**config.mk**
```make
export PLATFORM = sky130hd
export DESIGN_NAME = sas_top
export DESIGN_NICKNAME = d
export VERILOG_FILES = /design/src/sas_pkg.sv /design/src/sas_axis.sv /design/src/sas_top.sv
export SDC_FILE = /design/constraint.sdc
export NUM_CORES = 1
export LEC_CHECK = 0
export ABC_AREA = 1
export BUFFER_PORTS_ARGS = -buffer_cell sky130_fd_sc_hd__buf_2
export CORE_ASPECT_RATIO = 0.7
export CORE_MARGIN = 2
export CORE_UTILIZATION = 50
export CTS_BUF_LIST = sky130_fd_sc_hd__clkbuf_2
export CTS_CLUSTER_SIZE = 12
export DETAILED_ROUTE_END_ITERATION = 6
export PLACE_DENSITY = 0.79
export SETUP_SLACK_MARGIN = 0.15
export SLEW_MARGIN = 20
export SYNTH_ARGS = -nofsm -noshare
export SYNTH_HDL_FRONTEND = slang
export SYNTH_HIERARCHICAL = 1
export SYNTH_SLANG_ARGS = --single-unit
```
**constraint.sdc**
```tcl
create_clock -name clk_i -period 2.05 [get_ports clk_i]
set_clock_uncertainty 0.15 [all_clocks]
set_input_delay 0.41 -clock clk_i [delete_from_list [all_inputs] [get_ports clk_i]]
set_output_delay 0.41 -clock clk_i [all_outputs]
set_load 0.005 [all_outputs]
```
**src/sas_pkg.sv**
```systemverilog
// Package with register map, field layouts and timing constants of the axis supervisor.
package sas_pkg;

  // ------------------------------------------------------------
  // Clock and timing
  // ------------------------------------------------------------
  localparam int unsigned CLK_HZ = 20_000_000;
  localparam int unsigned RESTART_DELAY_MS = 3000;
  localparam int unsigned RESTART_CYCLES = (CLK_HZ / 1000) * RESTART_DELAY_MS;
  localparam int unsigned REST_W = 27;

  // ------------------------------------------------------------
  // Register offsets (byte addresses)
  // ------------------------------------------------------------
  localparam logic [7:0] OFF_CTRL = 8'h00;
  localparam logic [7:0] OFF_STATUS = 8'h04;
  localparam logic [7:0] OFF_IRQ_STAT = 8'h08;
  localparam logic [7:0] OFF_IRQ_MASK = 8'h0C;
  localparam logic [7:0] OFF_CUR_A0 = 8'h10;
  localparam logic [7:0] OFF_CUR_A1 = 8'h14;
  localparam logic [7:0] OFF_MSTEP = 8'h18;

  // ------------------------------------------------------------
  // Field positions, widths, limits and reset value
  // ------------------------------------------------------------
  localparam int unsigned CTRL_LIM_NO_LSB = 0;
  localparam int unsigned CTRL_HOST_RUN = 4;
  localparam int unsigned CTRL_HOST_CALL = 5;
  localparam int unsigned CTRL_FW_BUSY = 6;
  localparam int unsigned CTRL_ERR_CLR = 7;
  localparam int unsigned NUM_AXES = 2;
  localparam int unsigned CUR_W = 8;
  localparam int unsigned MSTEP_W = 4;
  localparam logic [3:0] MSTEP_MAX = 4'h8;
  localparam logic [7:0] CUR_MAX = 8'h23;
  localparam logic [7:0] CTRL_RST = 8'h00;

  // Interrupt status bits.
  localparam int unsigned IRQ_FAULT0 = 0;
  localparam int unsigned IRQ_FAULT1 = 1;
  localparam int unsigned IRQ_LIMIT0 = 2;
  localparam int unsigned IRQ_LIMIT1 = 3;
  localparam int unsigned IRQ_LOCAL = 4;
  localparam int unsigned IRQ_READY = 5;
  localparam int unsigned IRQ_W = 6;

  // Current setpoints of one axis in tenths of an ampere.
  typedef struct packed {
    logic [7:0] boost;
    logic [7:0] stop;
    logic [7:0] run;
  } sas_cur_t;

  // Power-stage fault inputs of one axis.
  typedef struct packed {
    logic short_circuit;
    logic over_temp;
    logic under_volt;
  } sas_fault_t;

  typedef enum logic [2:0] {
    ST_LED_GREEN = 3'b001,
    ST_LED_RED = 3'b010,
    ST_LED_ORANGE = 3'b100
  } sas_led_t;

  typedef enum logic [2:0] {
    OP_WAIT = 3'b001,
    OP_REMOTE = 3'b010,
    OP_LOCAL = 3'b100
  } sas_op_t;

  // Current in use for one axis.
  function automatic logic [7:0] sas_sel_cur(input sas_cur_t c, input logic moving,
                                            input logic accel);
    if (!moving) begin
      return c.stop;
    end
    return accel ? c.boost : c.run;
  endfunction

  // Clamp a setpoint to the peak supported current.
  function automatic logic [7:0] sas_clamp(input logic [7:0] v);
    return (v > CUR_MAX) ? CUR_MAX : v;
  endfunction

endpackage

```
**src/sas_axis.sv**
```systemverilog
// One axis: fault latch, enable gating, limit polarity and current selection.
`timescale 1ns/1ps
module sas_axis
  import sas_pkg::*;
(
  input wire logic clk_i,
  input wire logic rst_i,
  input wire logic err_clr_i,
  input wire logic run_ok_i,
  input wire logic enable_i,
  input wire sas_fault_t fault_i,
  input wire logic [1:0] limit_raw_i,
  input wire logic [1:0] limit_no_i,
  input wire sas_cur_t cur_i,
  input wire logic moving_i,
  input wire logic accel_i,
  input wire logic [MSTEP_W-1:0] mstep_i,
  output logic stage_on_o,
  output logic fault_o,
  output logic [1:0] limit_o,
  output logic [7:0] cur_o,
  output logic [MSTEP_W-1:0] mstep_o
);

  logic fault_q;
  logic fault_d;
  logic fault_now;
  logic [1:0] limit_act;
  logic [MSTEP_W-1:0] mstep_lim;

  assign fault_now = fault_i.short_circuit | fault_i.over_temp | fault_i.under_volt;
  // A new fault wins over a clear in the same cycle.
  assign fault_d = fault_now | (fault_q & ~err_clr_i);
  // Closed contacts read 1; normally closed reports an open contact as active.
  assign limit_act = limit_no_i ^ ~limit_raw_i;
  assign mstep_lim = (mstep_i > MSTEP_MAX) ? MSTEP_MAX : mstep_i;

  always_ff @(posedge clk_i) begin
    if (rst_i) begin
      fault_q <= 1'b0;
      stage_on_o <= 1'b0;
      limit_o <= 2'b00;
      cur_o <= 8'h00;
      mstep_o <= 4'h0;
    end else begin
      fault_q <= fault_d;
      stage_on_o <= enable_i & run_ok_i & ~fault_d;
      limit_o <= limit_act;
      cur_o <= sas_clamp(sas_sel_cur(cur_i, moving_i, accel_i));
      mstep_o <= mstep_lim;
    end
  end

  assign fault_o = fault_q;

endmodule

```
**src/sas_top.sv**
```systemverilog
// Two-axis stepper supervisor with APB registers, mode switch, restart delay and status LED.
//
// Behaviour
// - A short, overtemperature or undervoltage on an axis switches its power stage off.
// - Each axis divides a full step into microsteps down to one 256th of a step.
// - Each axis has two limit inputs, normally closed by default or normally open.
// - The stages are enabled by a dedicated enable input, independent of step pulses.
// - Run, stop and boost currents are set per axis, each up to 3.5 A peak.
// - In remote mode host transfers and single host-driven runs are allowed.
// - Switching to local mode starts the stored autostart program.
// - In local mode the program runs alone and may call the host for data.
// - The reset push-button clears pending error indications.
// - After reset release the device waits about three seconds before running.
// - The device address comes from a sixteen-position rotary switch.
// - The address switch is sampled only at power-on or reset.
// - The LED is green when ready, red on error and orange while updating firmware.
`timescale 1ns/1ps
module sas_top
  import sas_pkg::*;
#(
  parameter int unsigned RESTART_CYC = RESTART_CYCLES
)(
  input wire logic clk_i,
  input wire logic rst_i,
  input wire logic reset_button_i,
  input wire logic psel_i,
  input wire logic penable_i,
  input wire logic pwrite_i,
  input wire logic [7:0] paddr_i,
  input wire logic [31:0] pwdata_i,
  output logic [31:0] prdata_o,
  output logic pready_o,
  output logic pslverr_o,
  input wire logic enable_connector_i,
  input wire logic local_mode_i,
  input wire logic [3:0] addr_switch_i,
  input wire sas_fault_t [NUM_AXES-1:0] fault_i,
  input wire logic [2*NUM_AXES-1:0] limit_raw_i,
  input wire logic [NUM_AXES-1:0] moving_i,
  input wire logic [NUM_AXES-1:0] accel_i,
  output logic [NUM_AXES-1:0] stage_on_o,
  output logic [2*NUM_AXES-1:0] limit_o,
  output logic [8*NUM_AXES-1:0] cur_o,
  output logic [2*MSTEP_W-1:0] mstep_o,
  output logic [3:0] dev_addr_o,
  output logic prog_start_o,
  output logic local_run_o,
  output logic host_run_o,
  output logic host_call_o,
  output logic led_green_o,
  output logic led_red_o,
  output logic irq_o
);

  // ------------------------------------------------------------
  // Restart delay and address capture
  // ------------------------------------------------------------
  // The push-button restarts the delay, address capture and mode like the system reset, and also clears latched errors.
  logic any_rst;
  logic [REST_W-1:0] wait_q;
  logic ready;
  logic addr_taken_q;
  sas_op_t op_q;
  sas_op_t op_d;
  logic local_q;

  assign any_rst = rst_i | reset_button_i;
  assign ready = (wait_q == REST_W'(RESTART_CYC));

  always_ff @(posedge clk_i) begin
    if (any_rst) begin
      wait_q <= '0;
    end else if (!ready) begin
      wait_q <= wait_q + REST_W'(1);
    end
  end

  // The switch is caught on the first clock after release, never under reset.
  always_ff @(posedge clk_i) begin
    if (any_rst) begin
      addr_taken_q <= 1'b0;
      dev_addr_o <= 4'h0;
    end else if (!addr_taken_q) begin
      addr_taken_q <= 1'b1;
      dev_addr_o <= addr_switch_i;
    end
  end

  // ------------------------------------------------------------
  // Registers
  // ------------------------------------------------------------
  logic [7:0] ctrl_q;
  logic [IRQ_W-1:0] ist_q;
  logic [IRQ_W-1:0] ist_d;
  logic [IRQ_W-1:0] imask_q;
  sas_cur_t [NUM_AXES-1:0] cur_q;
  logic [2*MSTEP_W-1:0] mstep_q;
  logic [NUM_AXES-1:0] fault;
  logic [2*NUM_AXES-1:0] limit_q;
  logic ready_q;
  logic wr_en;
  logic rd_hit;
  logic [31:0] rd_val;
  logic [IRQ_W-1:0] ev;
  logic err_clr;

  assign wr_en = psel_i & penable_i & pwrite_i;
  assign pready_o = 1'b1;
  assign rd_hit = (paddr_i == OFF_CTRL) | (paddr_i == OFF_STATUS) |
                  (paddr_i == OFF_IRQ_STAT) | (paddr_i == OFF_IRQ_MASK) |
                  (paddr_i == OFF_CUR_A0) | (paddr_i == OFF_CUR_A1) |
                  (paddr_i == OFF_MSTEP);
  assign pslverr_o = psel_i & penable_i & ~rd_hit;

  assign rd_val =
    (paddr_i == OFF_CTRL) ? {24'h00_0000, ctrl_q} :
    (paddr_i == OFF_STATUS) ? {16'h0000, dev_addr_o, local_q, ready,
                              limit_o, stage_on_o, 2'b00, fault} :
    (paddr_i == OFF_IRQ_STAT) ? {26'h000_0000, ist_q} :
    (paddr_i == OFF_IRQ_MASK) ? {26'h000_0000, imask_q} :
    (paddr_i == OFF_CUR_A0) ? {8'h00, cur_q[0]} :
    (paddr_i == OFF_CUR_A1) ? {8'h00, cur_q[1]} :
    (paddr_i == OFF_MSTEP) ? {24'h00_0000, mstep_q} : 32'h0000_0000;

  // Software error clear is a self-clearing write strobe.
  assign err_clr = reset_button_i |
                   (wr_en & (paddr_i == OFF_CTRL) & pwdata_i[CTRL_ERR_CLR]);

  always_ff @(posedge clk_i) begin
    if (rst_i) begin
      ctrl_q <= CTRL_RST;
      imask_q <= '0;
      cur_q <= '0;
      mstep_q <= '0;
      prdata_o <= 32'h0000_0000;
    end else begin
      prdata_o <= rd_val;
      if (wr_en && paddr_i == OFF_CTRL) begin
        ctrl_q <= {1'b0, pwdata_i[6:0]};
      end
      if (wr_en && paddr_i == OFF_IRQ_MASK) begin
        imask_q <= pwdata_i[IRQ_W-1:0];
      end
      if (wr_en && paddr_i == OFF_CUR_A0) begin
        cur_q[0] <= pwdata_i[23:0];
      end
      if (wr_en && paddr_i == OFF_CUR_A1) begin
        cur_q[1] <= pwdata_i[23:0];
      end
      if (wr_en && paddr_i == OFF_MSTEP) begin
        mstep_q <= pwdata_i[2*MSTEP_W-1:0];
      end
    end
  end

  // ------------------------------------------------------------
  // Axes
  // ------------------------------------------------------------
  genvar g;
  generate
    for (g = 0; g < NUM_AXES; g++) begin : g_axis
      sas_axis u_axis (
        .clk_i(clk_i),
        .rst_i(rst_i),
        .err_clr_i(err_clr),
        .run_ok_i(ready),
        .enable_i(enable_connector_i),
        .fault_i(fault_i[g]),
        .limit_raw_i(limit_raw_i[2*g+1:2*g]),
        .limit_no_i(ctrl_q[CTRL_LIM_NO_LSB+2*g+1:CTRL_LIM_NO_LSB+2*g]),
        .cur_i(cur_q[g]),
        .moving_i(moving_i[g]),
        .accel_i(accel_i[g]),
        .mstep_i(mstep_q[MSTEP_W*g+MSTEP_W-1:MSTEP_W*g]),
        .stage_on_o(stage_on_o[g]),
        .fault_o(fault[g]),
        .limit_o(limit_o[2*g+1:2*g]),
        .cur_o(cur_o[8*g+7:8*g]),
        .mstep_o(mstep_o[MSTEP_W*g+MSTEP_W-1:MSTEP_W*g])
      );
    end
  endgenerate

  // ------------------------------------------------------------
  // Operating mode
  // ------------------------------------------------------------
  // The program starts only on a remote-to-local change, not when powered up in local.
  always_comb begin
    op_d = op_q;
    case (op_q)
      OP_WAIT: begin
        if (ready) begin
          op_d = local_mode_i ? OP_LOCAL : OP_REMOTE;
        end
      end
      OP_REMOTE: begin
        if (local_mode_i) begin
          op_d = OP_LOCAL;
        end
      end
      OP_LOCAL: begin
        if (!local_mode_i) begin
          op_d = OP_REMOTE;
        end
      end
      default: op_d = OP_WAIT;
    endcase
  end

  always_ff @(posedge clk_i) begin
    if (any_rst) begin
      op_q <= OP_WAIT;
      local_q <= 1'b0;
      prog_start_o <= 1'b0;
      local_run_o <= 1'b0;
      host_run_o <= 1'b0;
      host_call_o <= 1'b0;
    end else begin
      op_q <= op_d;
      local_q <= local_mode_i;
      prog_start_o <= (op_q == OP_REMOTE) & (op_d == OP_LOCAL);
      local_run_o <= (op_d == OP_LOCAL);
      host_run_o <= (op_d == OP_REMOTE) & ctrl_q[CTRL_HOST_RUN];
      host_call_o <= (op_d == OP_LOCAL) & ctrl_q[CTRL_HOST_CALL];
    end
  end

  // ------------------------------------------------------------
  // Interrupts and LED
  // ------------------------------------------------------------
  logic ready_rise;
  assign ready_rise = ready & ~ready_q;
  assign ev = {ready_rise, prog_start_o, |(limit_o[3:2] & ~limit_q[3:2]),
               |(limit_o[1:0] & ~limit_q[1:0]), fault[1], fault[0]};
  // A new event wins over a write-one-to-clear in the same cycle.
  assign ist_d = ev | (ist_q & ~({IRQ_W{wr_en & (paddr_i == OFF_IRQ_STAT)}} &
                                 pwdata_i[IRQ_W-1:0]));

  always_ff @(posedge clk_i) begin
    if (rst_i) begin
      ist_q <= '0;
      limit_q <= '0;
      ready_q <= 1'b0;
      irq_o <= 1'b0;
    end else begin
      ist_q <= ist_d;
      limit_q <= limit_o;
      ready_q <= ready;
      irq_o <= |(ist_d & imask_q);
    end
  end

  sas_led_t led;
  assign led = (|fault) ? ST_LED_RED :
               ctrl_q[CTRL_FW_BUSY] ? ST_LED_ORANGE : ST_LED_GREEN;
  assign led_green_o = (led == ST_LED_GREEN) | (led == ST_LED_ORANGE);
  assign led_red_o = (led == ST_LED_RED) | (led == ST_LED_ORANGE);

endmodule

```
==> metrics.txt <==
GR Overflow Total=0; Vias/cell=5.319; Initial Utilization=51.59%; Routed WL per cell=15.75 um; die height=107.4 um; hold crit path type=in2reg; Clock Latency Late Sink=0.78 ns; fmax=489.7 MHz; Layout Cells excl Fill=1477; first-pass GRT wire length=35.11 mm; final wirelength=23.27 mm; DRC=0; H-tree depth=4; mapped cell area=0.007642 mm2; num rows=37; Tmin final=2.042 ns; hold depth=6; FF-to-FF path depth=10; Lkg Pwr=4.308 nW; Die Wd=151.8 um; r2r endpoint=host_run_o; maximum VDD drop=0.3390 mV; Syn Area/Cell=7.292 um2; 1st-iter DRT viols=917; Max Cap Violations=0; area added between synthesis and finish=28.44%; switching power=1.554 mW; Critical Path End Type=output pin; Pwr Total=5.614 mW; R2R setup slack=0.10 ns; Critical R2R Launch=wait_q[0]; Cells after DPL=1363; Comb pwr share=9.2%; initial antenna violation count=0; Syn Inst Count=1048; Final Max Tran Viols=0; routability congestion estimate=0.9292; setup TNS after final layout=0 ns; vias in the first global route=6892; worst slew pin tran=0.5106 ns; drt pass-1 iters=6; root buffer selected by CTS=clkbuf_2; diode count=0; most frequent cells in the layout=nand2_1, dfxtp_1, inv_1; nets@finish=1337; RSZ-0062 raised after global routing=yes; Power Internal=4.059 mW; Ports=141; max_slew headroom=65.96%; clk sink count=177; port bufs=123; WHS Endpoint=imask_q[2]; slowest CP cell=dfxtp_2; Warnings, synthesis=6; Finished Core Util=66.26%; ranking of synthesized cells by area=dfxtp_1, nand2_1, inv_1; WS Path Type=reg2out; synth unique cells=43; arrival time at the worst endpoint=1.48 ns; dpl hpwl=15.94 mm; Layout fillers=1221; DIE AREA=0.01630 mm2; clock transition at the registers of the reported paths=0.26 ns; CP peak stage delay=0.40 ns; CP Depth=3; CP bufs+invs=1; total track usage=27.82%; Multi-input gate area=0.003520 mm2; crit-path max FO=3; Seq/Total Area, Yosys=46.37%; Yosys top cell by area=dfxtp_1; Core Area=0.01481 mm2; hold_sp=paddr_i[2]; CTS max path bufs=2; status=finished clean; Data required, critical path=1.49 ns; Final Hold Fails=0; register area=0.003587 mm2; power per cell area=571.9 mW/mm2; largest net degree at the start of global routing=35; CP delay by family, top=flip-flops; critical path cell sequence=nor2_4 > nand2_1 > buf_2; Antenna Nets Post-Route=0; Flop pwr share=62.7%; Net Sw Frac=27.69%; CTS tree=yes; Synth top area share=46.37%; Final setup viols=0; type of origin of the critical path=flip-flop; period utilization=99.62%; clock share of power=28.1%; via count=7856; CTS buffer count=17; share of layout cells above drive strength 1=25.90%; #FFs+latches synth=177; most common cell after layout, fill and taps aside=nand2_1
worst register-to-register path: cells and delay by family (launching register included):
family,cells,cell delay [ns]
flip-flops,1,0.43
AND/OR/NAND/NOR,7,0.90
AO/OA/AOI/OAI,1,0.20
adder cells (fa/ha/maj),1,0.13
buffers and inverters,1,0.07
per-layer routing:
layer / wire (um) / GRT usage, % / part of all wire [%] / vias to the layer above
li1: - / - / - / 3794
met1: 10010 / 40.05 / 43 / 3552
met2: 9779 / 40.35 / 42 / 456
met3: 3035 / 9.068 / 13 / 54
met4: 450 / 6.415 / 1.9 / 0
met5: 0 / 0 / 0 / -
worst max-delay path by stage:
stage | from | to | slack (ns)
detailed placement | paddr_i[4] | pslverr_o | 0.04
CTS | g_axis[1].u_axis/fault_o | led_red_o | -0.001
global route | g_axis[1].u_axis/fault_o | led_red_o | -0.08
global placement | paddr_i[4] | pslverr_o | 0.06
floorplan | paddr_i[0] | pslverr_o | 0.15
finish | g_axis[1].u_axis/fault_o | led_red_o | 0.008
power groups by stage:
stage          clock network, mW  logic, mW  registers (mW)
2_1_floorplan                  0      0.210            3.58
3_5_place_dp                   0      0.375            3.58
3_3_place_gp                   0      0.370            3.58
4_1_cts                     1.59      0.465            3.52
6_report                    1.58      0.515            3.52
5_1_grt                     1.75      0.559            3.53
state kept, by name (all words and copies together), names as in the netlist, 2 cells and up:
name                      flops
g_axis.u_axis/cur_o          16
g_axis.u_axis/fault_o         2
g_axis.u_axis/limit_o         4
limit_q                       4
wait_q                       27
ctrl_q                        7
mstep_q                       8
g_axis.u_axis/mstep_o         8
g_axis.u_axis/stage_on_o      2
cur_q                        48
imask_q                       6
ist_q                         6
op_q                          3
prdata_o                     24
dev_addr_o                    4
layout make-up:
type | instances | area share [%]
clock buffer | 20 | 1.020
clock inverter | 12 | 0.8795
multi-input combinational | 694 | 35.86
tap | 195 | 2.486
timing repair buffer | 237 | 17.63
sequential | 177 | 36.55
inverter | 142 | 5.583
stage by stage:
stage,hold slack [ns],setup WS (ns),area (um2)
3_5_place_dp,0.3007,0.04097,8558
6_report,0.08218,0.007826,9816
4_1_cts,0.02721,-0.001196,9430
3_3_place_gp,0.2993,0.06419,8558
5_1_grt,0.06703,-0.08287,9816
2_1_floorplan,0.2716,0.1529,7676
synth_stat cells (all sizes together):
library cell and n:
a211oi 6, a21o 1, a21oi 100, a22oi 7
a31oi 5, and3 2, buf 29, clkbuf 15
conb 4, dfxtp 177, ha 2, inv 142
nand2 199, nand3 63, nand3b 1, nand4 15
nor2 140, nor3 23, nor3b 1, nor4 2
o21a 2, o21ai 94, o21bai 1, o22ai 3
or2 9, xor2 5
cell families after synthesis:
logic type	Yosys count	synth area share [%]
compound gates	219	15.47
buf+inv	186	10.38
xor+xnor	5	0.5730
simple gates	455	26.69
fa+ha+maj	2	0.3274
flops	177	46.37
other cells	4	0.1964
what timing repair did:
| item | 4_1_cts | 5_1_grt |
|---|---|---|
| pin swaps | 7 | 31 |
| hold buffers | 49 | 0 |
| endpoints found under the hold margin | 122 | 0 |
| gates cloned | 0 | 1 |
| endpoints found under the setup margin | 18 | 73 |
| buffers inserted | 18 | 14 |
| resized for setup | 24 | 85 |
Note: power is estimated with default switching activity, not from simulation.
